$ cat src/core/tsc_pkg.sv
// constants, field layout and state encoding for the tuner seek/tune control block
package tsc_pkg;

    // register indices; the byte address is four times the index
    localparam logic [5:0] IDX_POWER    = 6'h02;
    localparam logic [5:0] IDX_CHANNEL  = 6'h03;
    localparam logic [5:0] IDX_SYSCFG1  = 6'h04;
    localparam logic [5:0] IDX_SYSCFG2  = 6'h05;
    localparam logic [5:0] IDX_STATUS   = 6'h0a;
    localparam logic [5:0] IDX_READCHAN = 6'h0b;
    localparam logic [5:0] IDX_FREQ     = 6'h0c;

    // power_config fields
    localparam int PWR_LIMIT_BIT = 10;
    localparam int PWR_UP_BIT    = 9;
    localparam int PWR_SEEK_BIT  = 8;
    localparam int PWR_DIS_BIT   = 6;
    localparam int PWR_EN_BIT    = 0;

    // channel_select fields
    localparam int CH_TUNE_BIT = 15;
    localparam int CH_MSB      = 9;

    // system_config_one fields
    localparam int CFG1_DS_IRQ_BIT  = 15;
    localparam int CFG1_CP_IRQ_BIT  = 14;
    localparam int CFG1_DS_EN_BIT   = 12;
    localparam int CFG1_DEEMPH_BIT  = 11;
    localparam int CFG1_AGC_OFF_BIT = 10;
    localparam int CFG1_BLEND_LSB   = 6;
    localparam int CFG1_AUX3_LSB    = 4;
    localparam int CFG1_AUX2_LSB    = 2;

    // system_config_two fields
    localparam int CFG2_THR_LSB   = 8;
    localparam int CFG2_BAND_LSB  = 6;
    localparam int CFG2_SPACE_LSB = 4;

    // status fields
    localparam int STAT_DR_BIT     = 15;
    localparam int STAT_CP_BIT     = 14;
    localparam int STAT_FAIL_BIT   = 13;
    localparam int STAT_STEREO_BIT = 8;

    // writable-bit masks, reserved bits stay zero
    localparam logic [15:0] PWR_WMASK  = 16'hef41;
    localparam logic [15:0] CH_WMASK   = 16'h83ff;
    localparam logic [15:0] CFG1_WMASK = 16'hdcff;
    localparam logic [15:0] CFG2_WMASK = 16'hffff;
    localparam logic [15:0] REG_RESET  = 16'h0000;

    // aux pin modes
    localparam logic [1:0] AUX_HIZ  = 2'h0;
    localparam logic [1:0] AUX_FUNC = 2'h1;
    localparam logic [1:0] AUX_LOW  = 2'h2;

    // band, spacing and blend tables
    localparam logic [1:0]  BAND_WIDE     = 2'h1;
    localparam logic [1:0]  BAND_JAPAN    = 2'h2;
    localparam logic [18:0] BASE_STD_KHZ  = 19'h155cc;  // 87500 kHz
    localparam logic [18:0] BASE_WIDE_KHZ = 19'h128e0;  // 76000 kHz
    localparam logic [7:0]  SPACE_200_KHZ = 8'hc8;
    localparam logic [7:0]  SPACE_100_KHZ = 8'h64;
    localparam logic [7:0]  SPACE_50_KHZ  = 8'h32;
    localparam logic [9:0]  MAXCH_STD_50  = 10'h19a;    // 410 steps of 50 kHz
    localparam logic [9:0]  MAXCH_WIDE_50 = 10'h280;    // 640
    localparam logic [9:0]  MAXCH_JP_50   = 10'h118;    // 280
    localparam logic [7:0]  BLEND_LOW_0   = 8'h1f;      // 31
    localparam logic [7:0]  BLEND_LOW_1   = 8'h25;      // 37
    localparam logic [7:0]  BLEND_LOW_2   = 8'h13;      // 19
    localparam logic [7:0]  BLEND_LOW_3   = 8'h19;      // 25

    // timing
    localparam int CLK_MHZ        = 200;
    localparam int TUNE_TIME_US   = 10;
    localparam int STEP_TIME_US   = 5;
    localparam int PULSE_TIME_US  = 5000;
    localparam int TUNE_CYC       = TUNE_TIME_US * CLK_MHZ;
    localparam int STEP_CYC       = STEP_TIME_US * CLK_MHZ;
    localparam int PULSE_CYC      = PULSE_TIME_US * CLK_MHZ;
    localparam logic [11:0] TUNE_LOAD = 12'(TUNE_CYC - 1);
    localparam logic [11:0] STEP_LOAD = 12'(STEP_CYC - 1);

    typedef enum logic [2:0] {
        TSC_IDLE = 3'b001,
        TSC_TUNE = 3'b010,
        TSC_SEEK = 3'b100
    } tsc_state_t;

endpackage : tsc_pkg

$ cat src/core/tsc_top.sv
// seek/tune control registers and engine behind a classic wishbone slave
//
// Behaviour
// - limit bit 10: zero wraps at band edge, one stops there.
// - direction bit 9: zero down, one up.
// - seek bit 8 starts a search from the tuned channel.
// - search ends on qualified channel, whole band covered, or edge in stop mode.
// - completion raises complete flag; fail flag too if nothing qualified.
// - host clears seek bit; both flags drop; nothing starts while high.
// - zero written to seek bit aborts a search.
// - power bit 6 disables, bit 0 enables power-up; both default 0.
// - tune bit 15 starts a tune; complete flag rises at its end.
// - host clears tune bit to drop complete flag before new work.
// - band 00: frequency is spacing times channel plus 87.5 MHz.
// - band 01 or 10: spacing times channel plus 76 MHz.
// - written channel kept during seek; read-back channel tracks tuning.
// - data irq enable, aux two mode 01: 5 ms low pulse on data ready.
// - complete irq enable, aux two mode 01: 5 ms low pulse on completion.
// - bit 12 enables data-service processing, default off.
// - bit 11 de-emphasis: zero 75 us, one 50 us.
// - bit 10 set disables automatic gain control.
// - blend field windows 31-49, 37-55, 19-37, 25-43 dBuV.
// - stereo indicator set while strength exceeds window low end.
// - aux three mode: hi-z, stereo indicator, low, high.
// - aux two mode 01 idles high, low only for interrupt pulses.
// - spacing: 00 200 kHz, 01 100 kHz, 10 50 kHz.
// - band: 00 87.5-108, 01 76-108, 10 76-90 MHz.
//
// The Wishbone interface to the registers is this design's own decision.
`timescale 1ns/10ps
`default_nettype none

module tsc_top #(
    parameter int unsigned PULSE_CYCLES = tsc_pkg::PULSE_CYC
) (
    input  wire logic        core_clk_i,
    input  wire logic        reset_i,
    input  wire logic        wb_cyc_i,
    input  wire logic        wb_stb_i,
    input  wire logic        wb_we_i,
    input  wire logic [7:0]  wb_adr_i,
    input  wire logic [3:0]  wb_sel_i,
    input  wire logic [31:0] wb_dat_i,
    output var  logic [31:0] wb_dat_o,
    output var  logic        wb_ack_o,
    input  wire logic [7:0]  rssi_i,
    input  wire logic        channel_valid_i,
    input  wire logic        data_ready_i,
    output var  logic        aux_pin_two_o,
    output var  logic        aux_pin_two_oe_o,
    output var  logic        aux_pin_three_o,
    output var  logic        aux_pin_three_oe_o,
    output var  logic [9:0]  synth_channel_o,
    output var  logic [18:0] tuned_freq_khz_o,
    output var  logic        busy_o,
    output var  logic        power_up_o,
    output var  logic        data_service_en_o,
    output var  logic        deemphasis_select_o,
    output var  logic        gain_control_off_o
);

    // byte-lane merge of a 16-bit register, reserved bits forced to zero
    function automatic logic [15:0] lane_merge(input logic [15:0] old_v,
                                               input logic [15:0] new_v,
                                               input logic [1:0]  sel,
                                               input logic [15:0] mask);
        logic [15:0] m;
        m = {sel[1] ? new_v[15:8] : old_v[15:8], sel[0] ? new_v[7:0] : old_v[7:0]};
        return m & mask;
    endfunction : lane_merge

    // highest channel number of a band at a given spacing
    function automatic logic [9:0] band_top(input logic [1:0] band, input logic [1:0] space);
        logic [9:0] top50;
        top50 = (band == tsc_pkg::BAND_WIDE) ? tsc_pkg::MAXCH_WIDE_50 :
                (band == tsc_pkg::BAND_JAPAN) ? tsc_pkg::MAXCH_JP_50 : tsc_pkg::MAXCH_STD_50;
        case (space)
            2'h0:    return top50 >> 2;
            2'h1:    return top50 >> 1;
            default: return top50;
        endcase
    endfunction : band_top

    // register file
    logic [15:0] power_r;
    logic [15:0] power_nxt;
    logic [15:0] chan_r;
    logic [15:0] chan_nxt;
    logic [15:0] cfg1_r;
    logic [15:0] cfg1_nxt;
    logic [15:0] cfg2_r;
    logic [15:0] cfg2_nxt;

    // engine state
    tsc_pkg::tsc_state_t state_r;
    tsc_pkg::tsc_state_t state_nxt;
    logic [11:0] timer_r;
    logic [11:0] timer_nxt;
    logic [9:0]  rdch_r;
    logic [9:0]  rdch_nxt;
    logic [10:0] steps_r;
    logic [10:0] steps_nxt;
    logic        complete_r;
    logic        complete_nxt;
    logic        fail_r;
    logic        fail_nxt;
    logic        dready_r;
    logic        dready_nxt;
    logic        stereo_r;

    // bus decode
    wire         access   = wb_cyc_i & wb_stb_i & ~wb_ack_o;
    wire         wr       = access & wb_we_i;
    wire         rd       = access & ~wb_we_i;
    wire  [5:0]  idx      = wb_adr_i[7:2];
    wire  [15:0] wdata    = wb_dat_i[15:0];
    wire  [1:0]  wsel     = wb_sel_i[1:0];

    // field views
    wire         seek_req   = power_r[tsc_pkg::PWR_SEEK_BIT];
    wire         seek_up    = power_r[tsc_pkg::PWR_UP_BIT];
    wire         seek_stop  = power_r[tsc_pkg::PWR_LIMIT_BIT];
    wire         tune_req   = chan_r[tsc_pkg::CH_TUNE_BIT];
    wire  [9:0]  chan_val   = chan_r[tsc_pkg::CH_MSB:0];
    wire  [1:0]  blend_sel  = cfg1_r[tsc_pkg::CFG1_BLEND_LSB +: 2];
    wire  [1:0]  aux3_mode  = cfg1_r[tsc_pkg::CFG1_AUX3_LSB +: 2];
    wire  [1:0]  aux2_mode  = cfg1_r[tsc_pkg::CFG1_AUX2_LSB +: 2];
    wire  [7:0]  seek_thr   = cfg2_r[tsc_pkg::CFG2_THR_LSB +: 8];
    wire  [1:0]  band_sel   = cfg2_r[tsc_pkg::CFG2_BAND_LSB +: 2];
    wire  [1:0]  space_sel  = cfg2_r[tsc_pkg::CFG2_SPACE_LSB +: 2];

    // register writes; reserved positions are masked off
    assign power_nxt = (wr && idx == tsc_pkg::IDX_POWER)
                     ? lane_merge(power_r, wdata, wsel, tsc_pkg::PWR_WMASK) : power_r;
    assign chan_nxt  = (wr && idx == tsc_pkg::IDX_CHANNEL)
                     ? lane_merge(chan_r, wdata, wsel, tsc_pkg::CH_WMASK) : chan_r;
    assign cfg1_nxt  = (wr && idx == tsc_pkg::IDX_SYSCFG1)
                     ? lane_merge(cfg1_r, wdata, wsel, tsc_pkg::CFG1_WMASK) : cfg1_r;
    assign cfg2_nxt  = (wr && idx == tsc_pkg::IDX_SYSCFG2)
                     ? lane_merge(cfg2_r, wdata, wsel, tsc_pkg::CFG2_WMASK) : cfg2_r;

    // band limits and channel stepping
    wire  [9:0]  top_ch     = band_top(band_sel, space_sel);
    wire  [10:0] band_count = {1'b0, top_ch} + 11'h001;
    wire         at_edge    = seek_up ? (rdch_r >= top_ch) : (rdch_r == 10'h000);
    wire  [9:0]  next_ch    = seek_up ? (at_edge ? 10'h000 : rdch_r + 10'h001)
                                      : (at_edge ? top_ch : rdch_r - 10'h001);
    wire         qualified  = channel_valid_i & (rssi_i >= seek_thr);

    // new work only when both flags are low
    wire         flags_low  = ~complete_r & ~fail_r;
    wire         is_idle    = (state_r == tsc_pkg::TSC_IDLE);
    wire         start_tune = is_idle & tune_req & flags_low;
    wire         start_seek = is_idle & ~tune_req & seek_req & flags_low;
    wire         timer_done = (timer_r == 12'h000);
    wire         seek_step  = (state_r == tsc_pkg::TSC_SEEK) & seek_req & timer_done;
    wire         seek_hit   = seek_step & (steps_r != 11'h000) & qualified;
    wire         seek_edge  = seek_step & ~seek_hit & seek_stop & at_edge & (steps_r != 11'h000);
    wire         seek_round = seek_step & ~seek_hit & ~seek_stop & (steps_r == band_count);
    wire         tune_end   = (state_r == tsc_pkg::TSC_TUNE) & timer_done;
    wire         set_fail   = seek_edge | seek_round;
    wire         set_cp     = tune_end | seek_hit | set_fail;
    wire         clr_flags  = ~seek_req & ~tune_req;

    // next state of the seek/tune engine
    always_comb
    begin
        state_nxt = state_r;
        timer_nxt = timer_done ? 12'h000 : timer_r - 12'h001;
        rdch_nxt  = rdch_r;
        steps_nxt = steps_r;
        case (state_r)
            tsc_pkg::TSC_IDLE:
            begin
                if (start_tune)
                begin
                    state_nxt = tsc_pkg::TSC_TUNE;
                    timer_nxt = tsc_pkg::TUNE_LOAD;
                    rdch_nxt  = chan_val;
                end
                else if (start_seek)
                begin
                    state_nxt = tsc_pkg::TSC_SEEK;
                    timer_nxt = tsc_pkg::STEP_LOAD;
                    steps_nxt = 11'h000;
                end
            end
            tsc_pkg::TSC_TUNE:
            begin
                if (timer_done)
                begin
                    state_nxt = tsc_pkg::TSC_IDLE;
                end
            end
            tsc_pkg::TSC_SEEK:
            begin
                if (!seek_req)
                begin
                    state_nxt = tsc_pkg::TSC_IDLE;
                end
                else if (seek_hit || set_fail)
                begin
                    state_nxt = tsc_pkg::TSC_IDLE;
                end
                else if (timer_done)
                begin
                    rdch_nxt  = next_ch;
                    steps_nxt = steps_r + 11'h001;
                    timer_nxt = tsc_pkg::STEP_LOAD;
                end
            end
            default:
            begin
                state_nxt = tsc_pkg::TSC_IDLE;
            end
        endcase
    end

    // flags: a set in the same cycle as a clear wins
    assign complete_nxt = set_cp | (complete_r & ~clr_flags);
    assign fail_nxt     = set_fail | (fail_r & ~clr_flags);

    // data-ready flag, cleared by reading the status register
    wire         dr_set  = data_ready_i & cfg1_r[tsc_pkg::CFG1_DS_EN_BIT];
    wire         dr_clr  = rd && idx == tsc_pkg::IDX_STATUS;
    assign dready_nxt    = dr_set | (dready_r & ~dr_clr);

    // interrupt pulse triggers, only on a flag's rising
    wire         irq_mode = (aux2_mode == tsc_pkg::AUX_FUNC);
    wire         irq_trig = irq_mode &
                            ((cfg1_r[tsc_pkg::CFG1_DS_IRQ_BIT] & dr_set & ~dready_r) |
                             (cfg1_r[tsc_pkg::CFG1_CP_IRQ_BIT] & set_cp & ~complete_r));
    logic        pulse_on;

    tsc_pulse #(
        .CYCLES     (PULSE_CYCLES)
    ) u_pulse (
        .core_clk_i (core_clk_i),
        .reset_i    (reset_i),
        .trig_i     (irq_trig),
        .active_o   (pulse_on)
    );

    // stereo threshold is the low end of the chosen blend window
    wire  [7:0]  blend_low = (blend_sel == 2'h0) ? tsc_pkg::BLEND_LOW_0 :
                             (blend_sel == 2'h1) ? tsc_pkg::BLEND_LOW_1 :
                             (blend_sel == 2'h2) ? tsc_pkg::BLEND_LOW_2 : tsc_pkg::BLEND_LOW_3;
    wire         stereo_nxt = (rssi_i > blend_low);

    // frequency from band base and spacing
    wire  [7:0]  space_khz = (space_sel == 2'h0) ? tsc_pkg::SPACE_200_KHZ :
                             (space_sel == 2'h1) ? tsc_pkg::SPACE_100_KHZ : tsc_pkg::SPACE_50_KHZ;
    wire  [18:0] base_khz  = (band_sel == tsc_pkg::BAND_WIDE || band_sel == tsc_pkg::BAND_JAPAN)
                           ? tsc_pkg::BASE_WIDE_KHZ : tsc_pkg::BASE_STD_KHZ;
    wire  [17:0] step_khz  = 18'(space_khz * rdch_nxt);
    wire  [18:0] freq_nxt  = base_khz + {1'b0, step_khz};

    // pin drive decode; both aux pins share the same four-mode scheme
    wire         aux2_oe   = (aux2_mode != tsc_pkg::AUX_HIZ);
    wire         aux2_val  = irq_mode ? ~pulse_on : (aux2_mode != tsc_pkg::AUX_LOW);
    wire         aux3_oe   = (aux3_mode != tsc_pkg::AUX_HIZ);
    wire         aux3_val  = (aux3_mode == tsc_pkg::AUX_FUNC) ? stereo_r
                                                              : (aux3_mode != tsc_pkg::AUX_LOW);

    // read data mux, unmapped words read zero
    wire  [15:0] status_v  = {dready_r, complete_r, fail_r, 4'h0, stereo_r, rssi_i};
    wire  [31:0] rdata     = (idx == tsc_pkg::IDX_POWER)    ? {16'h0, power_r} :
                             (idx == tsc_pkg::IDX_CHANNEL)  ? {16'h0, chan_r} :
                             (idx == tsc_pkg::IDX_SYSCFG1)  ? {16'h0, cfg1_r} :
                             (idx == tsc_pkg::IDX_SYSCFG2)  ? {16'h0, cfg2_r} :
                             (idx == tsc_pkg::IDX_STATUS)   ? {16'h0, status_v} :
                             (idx == tsc_pkg::IDX_READCHAN) ? {22'h0, rdch_r} :
                             (idx == tsc_pkg::IDX_FREQ)     ? {13'h0, tuned_freq_khz_o} : 32'h0;

    // registers and bus answer
    always_ff @(posedge core_clk_i)
    begin
        if (reset_i)
        begin
            power_r  <= tsc_pkg::REG_RESET;
            chan_r   <= tsc_pkg::REG_RESET;
            cfg1_r   <= tsc_pkg::REG_RESET;
            cfg2_r   <= tsc_pkg::REG_RESET;
            wb_ack_o <= 1'b0;
            wb_dat_o <= 32'h00000000;
        end
        else
        begin
            power_r  <= power_nxt;
            chan_r   <= chan_nxt;
            cfg1_r   <= cfg1_nxt;
            cfg2_r   <= cfg2_nxt;
            wb_ack_o <= access;
            wb_dat_o <= rd ? rdata : 32'h00000000;
        end
    end

    // engine, flags and status
    always_ff @(posedge core_clk_i)
    begin
        if (reset_i)
        begin
            state_r    <= tsc_pkg::TSC_IDLE;
            timer_r    <= 12'h000;
            rdch_r     <= 10'h000;
            steps_r    <= 11'h000;
            complete_r <= 1'b0;
            fail_r     <= 1'b0;
            dready_r   <= 1'b0;
            stereo_r   <= 1'b0;
        end
        else
        begin
            state_r    <= state_nxt;
            timer_r    <= timer_nxt;
            rdch_r     <= rdch_nxt;
            steps_r    <= steps_nxt;
            complete_r <= complete_nxt;
            fail_r     <= fail_nxt;
            dready_r   <= dready_nxt;
            stereo_r   <= stereo_nxt;
        end
    end

    // outward pins and controls, all registered; pin lags the pulse timer by one cycle
    always_ff @(posedge core_clk_i)
    begin
        if (reset_i)
        begin
            aux_pin_two_o       <= 1'b0;
            aux_pin_two_oe_o    <= 1'b0;
            aux_pin_three_o     <= 1'b0;
            aux_pin_three_oe_o  <= 1'b0;
            synth_channel_o     <= 10'h000;
            tuned_freq_khz_o    <= tsc_pkg::BASE_STD_KHZ;
            busy_o              <= 1'b0;
            power_up_o          <= 1'b0;
            data_service_en_o   <= 1'b0;
            deemphasis_select_o <= 1'b0;
            gain_control_off_o  <= 1'b0;
        end
        else
        begin
            aux_pin_two_o       <= aux2_val;
            aux_pin_two_oe_o    <= aux2_oe;
            aux_pin_three_o     <= aux3_val;
            aux_pin_three_oe_o  <= aux3_oe;
            synth_channel_o     <= rdch_nxt;
            tuned_freq_khz_o    <= freq_nxt;
            busy_o              <= (state_nxt != tsc_pkg::TSC_IDLE);
            power_up_o          <= power_nxt[tsc_pkg::PWR_EN_BIT] & ~power_nxt[tsc_pkg::PWR_DIS_BIT];
            data_service_en_o   <= cfg1_nxt[tsc_pkg::CFG1_DS_EN_BIT];
            deemphasis_select_o <= cfg1_nxt[tsc_pkg::CFG1_DEEMPH_BIT];
            gain_control_off_o  <= cfg1_nxt[tsc_pkg::CFG1_AGC_OFF_BIT];
        end
    end

endmodule : tsc_top

`default_nettype wire

$ cat src/core/tsc_pulse.sv
// retriggerable fixed-length pulse timer for the interrupt pin
`timescale 1ns/10ps
`default_nettype none

module tsc_pulse #(
    parameter int unsigned CYCLES = 1000000
) (
    input  wire logic core_clk_i,
    input  wire logic reset_i,
    input  wire logic trig_i,
    output var  logic active_o
);
    localparam int W = $clog2(CYCLES + 1);

    logic [W-1:0] cnt_r;
    logic [W-1:0] cnt_nxt;

    // a new event restarts the full length rather than being lost
    assign cnt_nxt = trig_i ? W'(CYCLES) : ((cnt_r != '0) ? cnt_r - W'(1) : '0);

    always_ff @(posedge core_clk_i)
    begin
        if (reset_i)
        begin
            cnt_r    <= '0;
            active_o <= 1'b0;
        end
        else
        begin
            cnt_r    <= cnt_nxt;
            active_o <= (cnt_nxt != '0);
        end
    end
endmodule : tsc_pulse

`default_nettype wire

$ cat config.mk
export PLATFORM = sky130hd
export DESIGN_NAME = tsc_top
export DESIGN_NICKNAME = d
export VERILOG_FILES = /design/src/core/tsc_pkg.sv /design/src/core/tsc_top.sv /design/src/core/tsc_pulse.sv
export SDC_FILE = /design/constraint.sdc
export NUM_CORES = 1
export LEC_CHECK = 0
export ABC_AREA = 1
export ABC_CLOCK_PERIOD_IN_PS = 6600
export BUFFER_PORTS_ARGS = -buffer_cell sky130_fd_sc_hd__buf_2
export CORE_ASPECT_RATIO = 1.5
export CORE_UTILIZATION = 54
export DETAILED_ROUTE_END_ITERATION = 8
export PLACE_DENSITY_LB_ADDON = 0.08
export SYNTH_ARGS = -nofsm -noshare
export SYNTH_HDL_FRONTEND = slang
export SYNTH_SLANG_ARGS = --single-unit
$ cat constraint.sdc
create_clock -name core_clk_i -period 6.6 [get_ports core_clk_i]
set_clock_uncertainty 0.15 [all_clocks]
set_input_delay 1.32 -clock core_clk_i [delete_from_list [all_inputs] [get_ports core_clk_i]]
set_output_delay 1.32 -clock core_clk_i [all_outputs]
set_load 0.01 [all_outputs]
Word level (Yosys, flattened, before mapping)
Index checks and enable logic that the tools add are counted.
{"block": "totals", "reg_bits": 171, "inputBits": 59, "output_inout_bits": 71, "elab_cells": 210}
{"block": "classes", "n_bitwise": 55, "n_mux": 53, "eq_ne": 26, "reduce_logical": 30, "addsub": 7, "n_mul": 1, "n_lt_le_gt_ge": 3}
{"op": "2-to-1 mux 16 bit", "count": 7}
{"op": "2-to-1 mux 10 bit", "count": 8}
{"op": "2-to-1 mux 12 bit", "count": 6}
{"op": "2-to-1 mux 11 bit", "count": 5}
{"op": "2-to-1 mux 20 bit", "count": 2}
{"op": "one-hot mux 10 bit (2 select lines)", "count": 2}
{"op": "nonzero test 20 bit", "count": 2}
{"op": "AND 1 bit", "count": 33}
{"op": "2-to-1 mux 8 bit", "count": 3}
{"op": "one-hot mux 12 bit (2 select lines)", "count": 1}
{"op": "one-hot mux 11 bit (2 select lines)", "count": 1}
{"op": "2-to-1 mux 7 bit", "count": 3}
{"op": "subtractor 20 x 1 -> 20 bit, second input constant", "count": 1}
{"op": "adder 17 x 18 -> 19 bit", "count": 1}
{"op": "equality test 6 x 4 -> 1 bit, second input constant", "count": 3}
{"op": "multiplier 8 x 10 -> 18 bit", "count": 1}
{"op": "2-to-1 mux 15 bit", "count": 1}
{"op": "2-to-1 mux 3 bit", "count": 5}
{"op": "NOT 1 bit", "count": 15}
{"op": "AND reduction 2 bit", "count": 7}
{"op": "2-to-1 mux 13 bit", "count": 1}
{"op": "equality test 6 x 2 -> 1 bit, second input constant", "count": 2}
{"op": "equality test 6 x 3 -> 1 bit, second input constant", "count": 2}
{"op": "zero test 12 bit", "count": 1}
{"op": "35 further kinds", "count": 62}

Logic depth before layout (Yosys ltp)
Gate-level depths: netlist (run 1).
{"block": "logic_depth", "ltp_word": 18, "depth_mapped": 48, "depth_no_buf": 47}

Cells and area by module
From an unflattened synthesis (run 1), not the netlist that was laid out.
{"block": "hier_totals", "cells_unflattened": 1584, "area_unflattened_um2": 11220.8}
{"module": "tsc_top", "seq_area_each_um2": 2662.6, "cells_per_inst": 1378, "instances": 1, "area_each_um2": 9895.7}
{"module": "tsc_pulse", "seq_area_each_um2": 420.4, "cells_per_inst": 206, "instances": 1, "area_each_um2": 1325.0}

Worst setup path before layout (run 1)
Ideal clock, no wire load.
{"block": "synth_path", "path_kind": "reg-to-reg", "from": "register cfg2_r[6]", "to": "register tuned_freq_khz_o[18]", "t_required_ns": 6.337, "synth_period_minus_slack_ns": 7.062, "arrival_time_ns": 6.798, "path_buffers": 1, "stages_incl_launch_ff": 41, "setup_time_ns": 0.113, "slack_ns": -0.462, "cell_sequence": "dfxtp_1 -> inv_1 -> ha_1 -> inv_1 -> nor2_1 -> ha_1 -> nand2_1 -> nor2_1 -> nand3_1 -> nand4_1 -> nand2_1 -> nand2_4 -> nand2_1 -> nand2_1 -> nand2_2 -> nand3_4 -> inv_4 -> buf_6 -> [5 not listed] -> fa_1 -> fa_1 -> inv_1 -> fa_1 -> fa_1 -> ha_1 -> nand2_1 -> o21ai_0 -> a21oi_1 -> o21ai_0 -> a21boi_0 -> o21ai_0 -> nand3_1 -> nand3_1 -> xnor2_1 -> nand2_1 -> nand2_1 -> nor2_1"}
{"block": "synth_between", "elab_chain_cells": 15, "elab_cells_between_ends": 25, "classes_between": "2 x add/sub; 1 x mul; 1 x order compare; 3 x eq/ne; 12 x mux; 4 x bitwise; 2 x reduce/logical"}
{"item": "start, declared", "line": "tsc_top.sv:91", "rtl": "logic [15:0] cfg2_r;"}
{"item": "start signal, assigned", "line": "tsc_top.sv:283", "rtl": "cfg2_r <= tsc_pkg::REG_RESET;"}
{"item": "start signal, assigned", "line": "tsc_top.sv:292", "rtl": "cfg2_r <= cfg2_nxt;"}
{"item": "parallel branches: the longest is 14 deep, another holds adder 10 x 1 -> 11 bit"}
{"item": "adder 17 x 18 -> 19 bit (*)", "line": "tsc_top.sv:256", "rtl": "wire [18:0] freq_nxt = base_khz + {1'b0, step_khz};"}
{"item": "end signal, assigned", "line": "tsc_top.sv:335", "rtl": "tuned_freq_khz_o <= tsc_pkg::BASE_STD_KHZ;"}
{"item": "end signal, assigned", "line": "tsc_top.sv:349", "rtl": "tuned_freq_khz_o <= freq_nxt;"}
{"item": "end, declared", "line": "tsc_top.sv:54", "rtl": "output var logic [18:0] tuned_freq_khz_o,"}
Every way passes the cells marked *.
A chain may end at the register's enable or synchronous reset.

Worst setup path after layout (run 1)
{"block": "layout_path", "from": "register cfg2_r[5]", "to": "register tuned_freq_khz_o[15]"}
{"block": "layout_between", "elab_chain_cells": 13, "elab_cells_between_ends": 23, "classes_between": "2 x add/sub; 1 x mul; 1 x order compare; 2 x eq/ne; 11 x mux; 4 x bitwise; 2 x reduce/logical"}
{"item": "parallel branches: the longest is 11 deep, another holds adder 10 x 1 -> 11 bit"}
{"item": "multiplier 8 x 10 -> 18 bit (*)", "line": "tsc_top.sv:255", "rtl": "wire [17:0] step_khz = 18'(space_khz * rdch_nxt);"}
{"item": "adder 17 x 18 -> 19 bit (*)", "line": "tsc_top.sv:256"}
Marks and branches as above.

==> results_dict.tcl, run 1 <==
set metrics [dict create \
    dp_hpwl_um 27100 \
    core_area_sq_um 19800 \
    power_density_nw_per_um2 209 \
    layoutNonFillerInstCount 2044 \
    power_leakage_nw 6.68 \
    criticalPathCategory "flip-flop to flip-flop" \
    critPathArrivalTime_ns 6.91 \
    first_pass_iters 5 \
    vias 11200 \
    dieArea_sq_um 20800 \
    grtUsageTotal_pct 34.7 \
    critPathLaunchType "flip-flop" \
    antenna_found_initial 0 \
    htreeDepth 4 \
    synth_edf_count 0 \
    netSwitchingPower_mw 1.06 \
    cap_violations 0 \
    grt_max_degree 59 \
    netlist_instances 1505 \
    numClockSinks 154 \
    synth-main-ff-cell "dfxtp_1" \
    syn_avg_cell_area_sq_um 7.27 \
    violations "negative setup slack" \
    n_antenna_cell 0 \
    die_h_um 176 \
    setup.worst_path.end_class "flip-flop" \
    met3_usage_pct 5.72 \
    initial_core_util_pct 55.3 \
    drc_errors 0 \
    crit_top_cell "nand2_2" \
    place_ws_ns -0.878 \
    cts_buffers 17 \
    ys_ff_latch 154 \
    die_width_um 118 \
    clockPowerShare_pct 34.7 \
    crit_fanout 5 \
    wl_per_cell_um 17.4 \
    grt.met2_usage_pct 65.3 \
    combPwrFrac_pct 28.9 \
    ir_drop_v 0.000159 \
    clkTransAtPathRegs_ns 0.07 \
    hold_path.class "flip-flop to flip-flop" \
    min_period_over_period_pct 102 \
    worstSkewPairLatency_ns 0.45 \
    gp_congestion 0.938 \
    io_pins 130 \
    grt_use_met1_pct 36.5 \
    postRouteAntennaNets 0 \
    nNetsFinal 1961 \
    final_common_cell "inv_1" \
    worstMarginPinSlew_ns 0.906 \
    cts-hold-fix-buffers 0 \
    synth_area_leader_cell "dfxtp_1" \
    via_per_inst 5.46 \
    swShare_pct 35.3 \
    async_flop_share_pct 0 \
    syn2layout_area_growth_pct 30.8 \
    slew_headroom_pct 39.0 \
    root_buffer "clkbuf_16" \
    dp_cells 1975 \
    cts_tree "yes" \
    hold_viol 0 \
    rsz0062_at_grt "true" \
    final_cell_mix "inv_1 (218), nand2_1 (185), nor2_1 (182)" \
    ys_seq_area_share_pct 28.2 \
    cts_buffer_depth 2 \
    drt-total-wl_um 35600 \
    grt_pass1_wl_um 55500 \
    ys_types 60 \
    first_global_vias 11000 \
    gr-total-overflow 0 \
    p_int_mw 1.94 \
    portBuffers 95 \
    min_period_ns 6.71 \
    synth_area_sq_um 10900 \
    fmax_mhz 149 \
    fill_cells 1616 \
    drive_gt1_share_pct 28.0 \
    synth_top_cells_by_area "dfxtp_1 (28%), ha_1 (9.4%), fa_1 (9.0%)" \
    synth.top_cell.area_share_pct 28.2 \
    yosysWarnings 0 \
    outcome "complete, but fails checks" \
    std_cell_rows 63 \
    p_seq_share_pct 36.4 \
    layout_setup_ws_ns -0.105 \
    setup_violations 3 \
    worstPathRequired_ns 6.80 \
    grt_most_used_layer "met2" \
    cpPeakStageDelay_ns 0.58 \
    fin_tns_setup_ns -0.196 \
    slew_violations 0 \
    worst_hold_slack_ns 0.280 \
    slowest_stage "fa_1" \
    drtIter0Drc 779 \
]
-- worst paths after layout --
| path | startpoint | endpoint | slack (ns) | cells past startpoint |
|---|---|---|---|---|
| worst min register to register | tuned_freq_khz_o[16] | wb_dat_o[16] | 0.28 | 2 |
| worst max register to register | cfg2_r[5] | tuned_freq_khz_o[15] | -0.11 | 38 |
| worst max-delay path | cfg2_r[5] | tuned_freq_khz_o[15] | -0.11 | 38 |
| worst min-delay path | tuned_freq_khz_o[16] | wb_dat_o[16] | 0.28 | 2 |
-- worst max-delay path, delay by kind of cell, from the launching register on --
| family | cells | cell delay (ns) |
|---|---|---|
| fa+ha+maj | 6 | 2.57 |
| simple gates | 20 | 2.10 |
| compound gates | 7 | 0.86 |
| buf+inv | 5 | 0.54 |
| flops | 1 | 0.38 |
-- synthesized netlist by cell type, types with 18 or more instances --
| cell type | n |
|---|---|
| nor3_1 | 26 |
| dfxtp_1 | 154 |
| xor2_1 | 27 |
| o21ai_0 | 110 |
| fa_1 | 49 |
| clkbuf_1 | 27 |
| inv_1 | 238 |
| nor2_1 | 198 |
| ha_1 | 82 |
| a21oi_1 | 128 |
| nand2_1 | 212 |
| nand3_1 | 62 |
| buf_4 | 18 |
-- per-layer routing --
layer	wire (um)	share of wire, %	vias to the layer above
met5	0	0	-
met4	1930	5.4	0
met3	1820	5.1	139
met2	18600	52	411
met1	13200	37	5221
li1	-	-	5391
-- power groups by stage --
stage / Sequential [mW] / Clock, mW / Combinational (mW)
after floorplan: 1.09 / 0 / 0.674
after global placement: 1.11 / 0 / 0.836
after detailed placement: 1.11 / 0 / 0.852
after CTS: 1.09 / 1.05 / 0.861
after global routing: 1.10 / 1.09 / 1.00
final: 1.09 / 1.04 / 0.866
-- per-stage QoR --
stage / power, mW / cell area (sq um) / utilization [%]
after global routing: 3.19 / 14300 / 72.4
after detailed placement: 1.96 / 12800 / 64.7
after CTS: 3.00 / 14000 / 70.7
after global placement: 1.95 / 12800 / 64.7
after floorplan: 1.77 / 11100 / -
final: 3.00 / 14300 / 72.4
-- logic make-up after synthesis --
family,synth area share (%)
fa+ha+maj,18.3
buf+inv,11.3
simple gates,23.2
other cells,0.0343
compound gates,16.1
flops,28.2
xor+xnor,2.88
-- state kept, by name, indices dropped and copies added, names as in the netlist --
register and count:
u_pulse.cnt_r 20, wb_dat_o 19, tuned_freq_khz_o 18, cfg2_r 16, cfg1_r 13, timer_r 12
chan_r 11, steps_r 11, synth_channel_o 10, power_r 9, state_r 3, aux_pin_three_o 1
aux_pin_three_oe_o 1, aux_pin_two_o 1, aux_pin_two_oe_o 1, busy_o 1, complete_r 1, dready_r 1
fail_r 1, power_up_o 1, stereo_r 1, u_pulse.active_o 1, wb_ack_o 1
-- timing repair --
item	4_1_cts	5_1_grt
pin swaps	57	83
setup buffers	23	15
gates resized for setup	90	68
setup endpoints to repair	8	9
cloned	1	0
-- area by class of cell --
type / count / area [sq um] / area share, %
clock buffers: 17 / 425 / 2.97
clock inverters: 15 / 190 / 1.33
inverters: 250 / 971 / 6.78
multi-input cells: 1061 / 7310 / 51.1
flip-flops and latches: 154 / 3100 / 21.6
well taps: 260 / 325 / 2.27
repair buffers: 286 / 1990 / 13.9
repair inverters: 1 / 8.76 / 0.0612
(Power assumes the default switching activity.)
==> run 2, diff against run 1 <==
--- a/config.mk
+++ b/config.mk
@@ -5,12 +5,13 @@
 export SDC_FILE = /design/constraint.sdc
 export NUM_CORES = 1
 export LEC_CHECK = 0
-export ABC_AREA = 1
+export ABC_AREA = 0
 export ABC_CLOCK_PERIOD_IN_PS = 6600
 export BUFFER_PORTS_ARGS = -buffer_cell sky130_fd_sc_hd__buf_2
 export CORE_ASPECT_RATIO = 1.5
 export CORE_UTILIZATION = 54
 export DETAILED_ROUTE_END_ITERATION = 8
+export GPL_TIMING_DRIVEN = 0
 export PLACE_DENSITY_LB_ADDON = 0.08
 export SYNTH_ARGS = -nofsm -noshare
 export SYNTH_HDL_FRONTEND = slang
==> run 2 against run 1 <==
Effect of this change: the flow still finishes with violations (negative setup slack); via count down 4.0%; sequential cell count unchanged; hold slack worse by 0.017 ns; wire length up 2.3%; critical path depth is 7 lower; global-route usage is 0.33 points higher.
==> results_dict.tcl, run 2 <==
set metrics [dict create \
    largest_register_ffs 20 \
    nNetsFinal 1709 \
    drive_gt1_share_pct 23.0 \
    hold_path.class "flip-flop to flip-flop" \
    netlist_instances 1322 \
    critPathArrivalTime_ns 7.39 \
    min_period_over_period_pct 110 \
    clockPowerShare_pct 37.8 \
    final_cell_mix "nor2_1 (164), dfxtp_1 (152), nand2_1 (101)" \
    worstReg2RegStart "cfg2_r[5]" \
    cts_buffers 17 \
    dieArea_sq_um 20800 \
    total_power_mw 2.66 \
    n_antenna_cell 0 \
    first_pass_iters 7 \
    std_cell_rows 63 \
    drtIter0Drc 891 \
    core_area_sq_um 19800 \
    grtUsageTotal_pct 35.0 \
    root_buffer "clkbuf_16" \
    die_width_um 118 \
    initial_core_util_pct 55.1 \
    worstPathRequired_ns 6.76 \
    regMostFlops "u_pulse.cnt_r" \
    drt-total-wl_um 36400 \
    worstMarginPinSlew_ns 1.16 \
    ir_drop_v 0.000278 \
    io_pins 130 \
    numClockSinks 154 \
    dp_hpwl_um 26800 \
    wl_per_cell_um 20.3 \
    synth_area_leader_cell "dfxtp_1" \
    swShare_pct 32.3 \
    synth.top_cell.area_share_pct 28.3 \
    layout_setup_ws_ns -0.635 \
    outcome "complete, but fails checks" \
    fmax_mhz 138 \
    cts_buffer_depth 2 \
    setup_violations 9 \
    hold_start "u_pulse.active_o" \
    clkTransAtPathRegs_ns 0.06 \
    worstSkewPairLatency_ns 0.44 \
    reg.largest.list "u_pulse.cnt_r: 20 flops, wb_dat_o: 19 flops, tuned_freq_khz_o: 18 flops" \
    cts_tree "yes" \
    ys_ff_latch 154 \
    p_int_mw 1.80 \
    power_leakage_nw 5.83 \
    ys_types 73 \
    grt_pass1_wl_um 55500 \
    netlist_top_cells_count "nor2_1 (169), dfxtp_1 (154), a21oi_1 (110)" \
    critPathLaunchType "flip-flop" \
    crit_fanout 10 \
    slowest_stage "fa_1" \
    synth_area_sq_um 10900 \
    gr-total-overflow 0 \
    dp_cells 1690 \
    setup.worst_path.end_class "flip-flop" \
    synth_edf_count 0 \
    vias 10700 \
    min_period_ns 7.24 \
    portBuffers 94 \
    hold_viol 0 \
    postRouteAntennaNets 0 \
    grt_max_degree 17 \
    htreeDepth 4 \
    netSwitchingPower_mw 0.860 \
    die_h_um 176 \
    cap_violations 0 \
    p_seq_share_pct 39.2 \
    slew_violations 0 \
    yosysMostFrequentCell "nor2_1" \
    yosysWarnings 0 \
    layoutNonFillerInstCount 1791 \
    gp_congestion 0.937 \
    fin_area_sq_um 13700 \
    power_density_nw_per_um2 194 \
    fin_tns_setup_ns -3.86 \
    ys_seq_area_share_pct 28.3 \
    final_common_cell "nor2_1" \
    synth_top_cells_by_area "dfxtp_1 (28%), ha_1 (9.4%), fa_1 (9.0%)" \
    combPwrFrac_pct 23.0 \
    syn_avg_cell_area_sq_um 8.24 \
    via_per_inst 5.98 \
    drc_errors 0 \
    cpPeakStageDelay_ns 0.55 \
    rsz0062_at_grt "true" \
    synth-main-ff-cell "dfxtp_1" \
    violations "negative setup slack" \
    crit_start "cfg2_r[5]" \
    antenna_found_initial 1 \
    placed_area_sq_um 12000 \
    first_global_vias 10600 \
    slew_headroom_pct 22.0 \
    criticalPathCategory "flip-flop to flip-flop" \
    final_util_pct 69.3 \
    async_flop_share_pct 0 \
    syn2layout_area_growth_pct 25.9 \
]
[run 2: layer usage]
| metal | global-route usage, % | up-vias | routed length [um] |
|---|---|---|---|
| met5 | 0 | - | 0 |
| met1 | 38.4 | 5128 | 13500 |
| li1 | - | 4962 | - |
| met2 | 61.5 | 466 | 18200 |
| met3 | 6.07 | 156 | 2500 |
| met4 | 24.3 | 0 | 2270 |
[run 2: cell families (layout without fill, tap and decap cells)]
| kind of cell | after synthesis | after routing | share of synthesized area (%) |
|---|---|---|---|
| AND/OR/NAND/NOR | 492 | 492 | 22.0 |
| AO/OA/AOI/OAI | 271 | 271 | 16.0 |
| buffers and inverters | 173 | 369 | 6.69 |
| flip-flops | 154 | 154 | 28.3 |
| adder cells (fa/ha/maj) | 131 | 131 | 18.4 |
| XOR/XNOR | 59 | 59 | 4.74 |
| multiplexers | 41 | 41 | 3.86 |
| other | 1 | 14 | 0.0344 |
[run 2: path summary, 6_finish.rpt]
check / slack, ns / end / cells past startpoint
setup / recovery: -0.64 / tuned_freq_khz_o[18] / 31
hold / removal: 0.26 / aux_pin_two_o / 1
setup reg to reg: -0.64 / tuned_freq_khz_o[18] / 31
hold reg to reg: 0.26 / aux_pin_two_o / 1
[run 2: critical path, delay by kind of cell (launching register included)]
kind / cells / cell delay [ns]
flip-flops: 1 / 0.31
buffers and inverters: 8 / 1.09
AO/OA/AOI/OAI: 15 / 2.63
AND/OR/NAND/NOR: 2 / 0.41
adder cells (fa/ha/maj): 6 / 2.50
[run 2: final cells by class]
type / instances / area [sq um]
fillers: 1641 / 6070
clock inverters: 14 / 165
flip-flops and latches: 154 / 3090
well taps: 260 / 325
multi-input cells: 1008 / 7850
repair buffers: 167 / 1080
plain buffers: 75 / 400
inverters: 96 / 374
clock buffers: 17 / 425
[run 2: power groups by stage]
stage                     clock [mW]  sequential (mW)  combinational [mW]
after floorplan                    0             1.05               0.456
after global placement             0             1.06               0.574
after detailed placement           0             1.07               0.584
after CTS                       1.01             1.04               0.602
after global routing            1.05             1.05               0.682
final                           1.01             1.05               0.612
[run 2: repair_timing]
action	CTS	global route
setup buffers	63	9
gates resized for setup	89	28
setup endpoints to repair	14	11
hold buffers	0	0
pin swaps	78	16
[run 2: per-stage QoR]
stage	setup slack (ns)	hold slack (ns)
floorplan	-0.191	0.240
global placement	-1.69	0.259
detailed placement	-1.73	0.259
CTS	-0.382	0.268
global route	-0.946	0.279
finish	-0.635	0.262
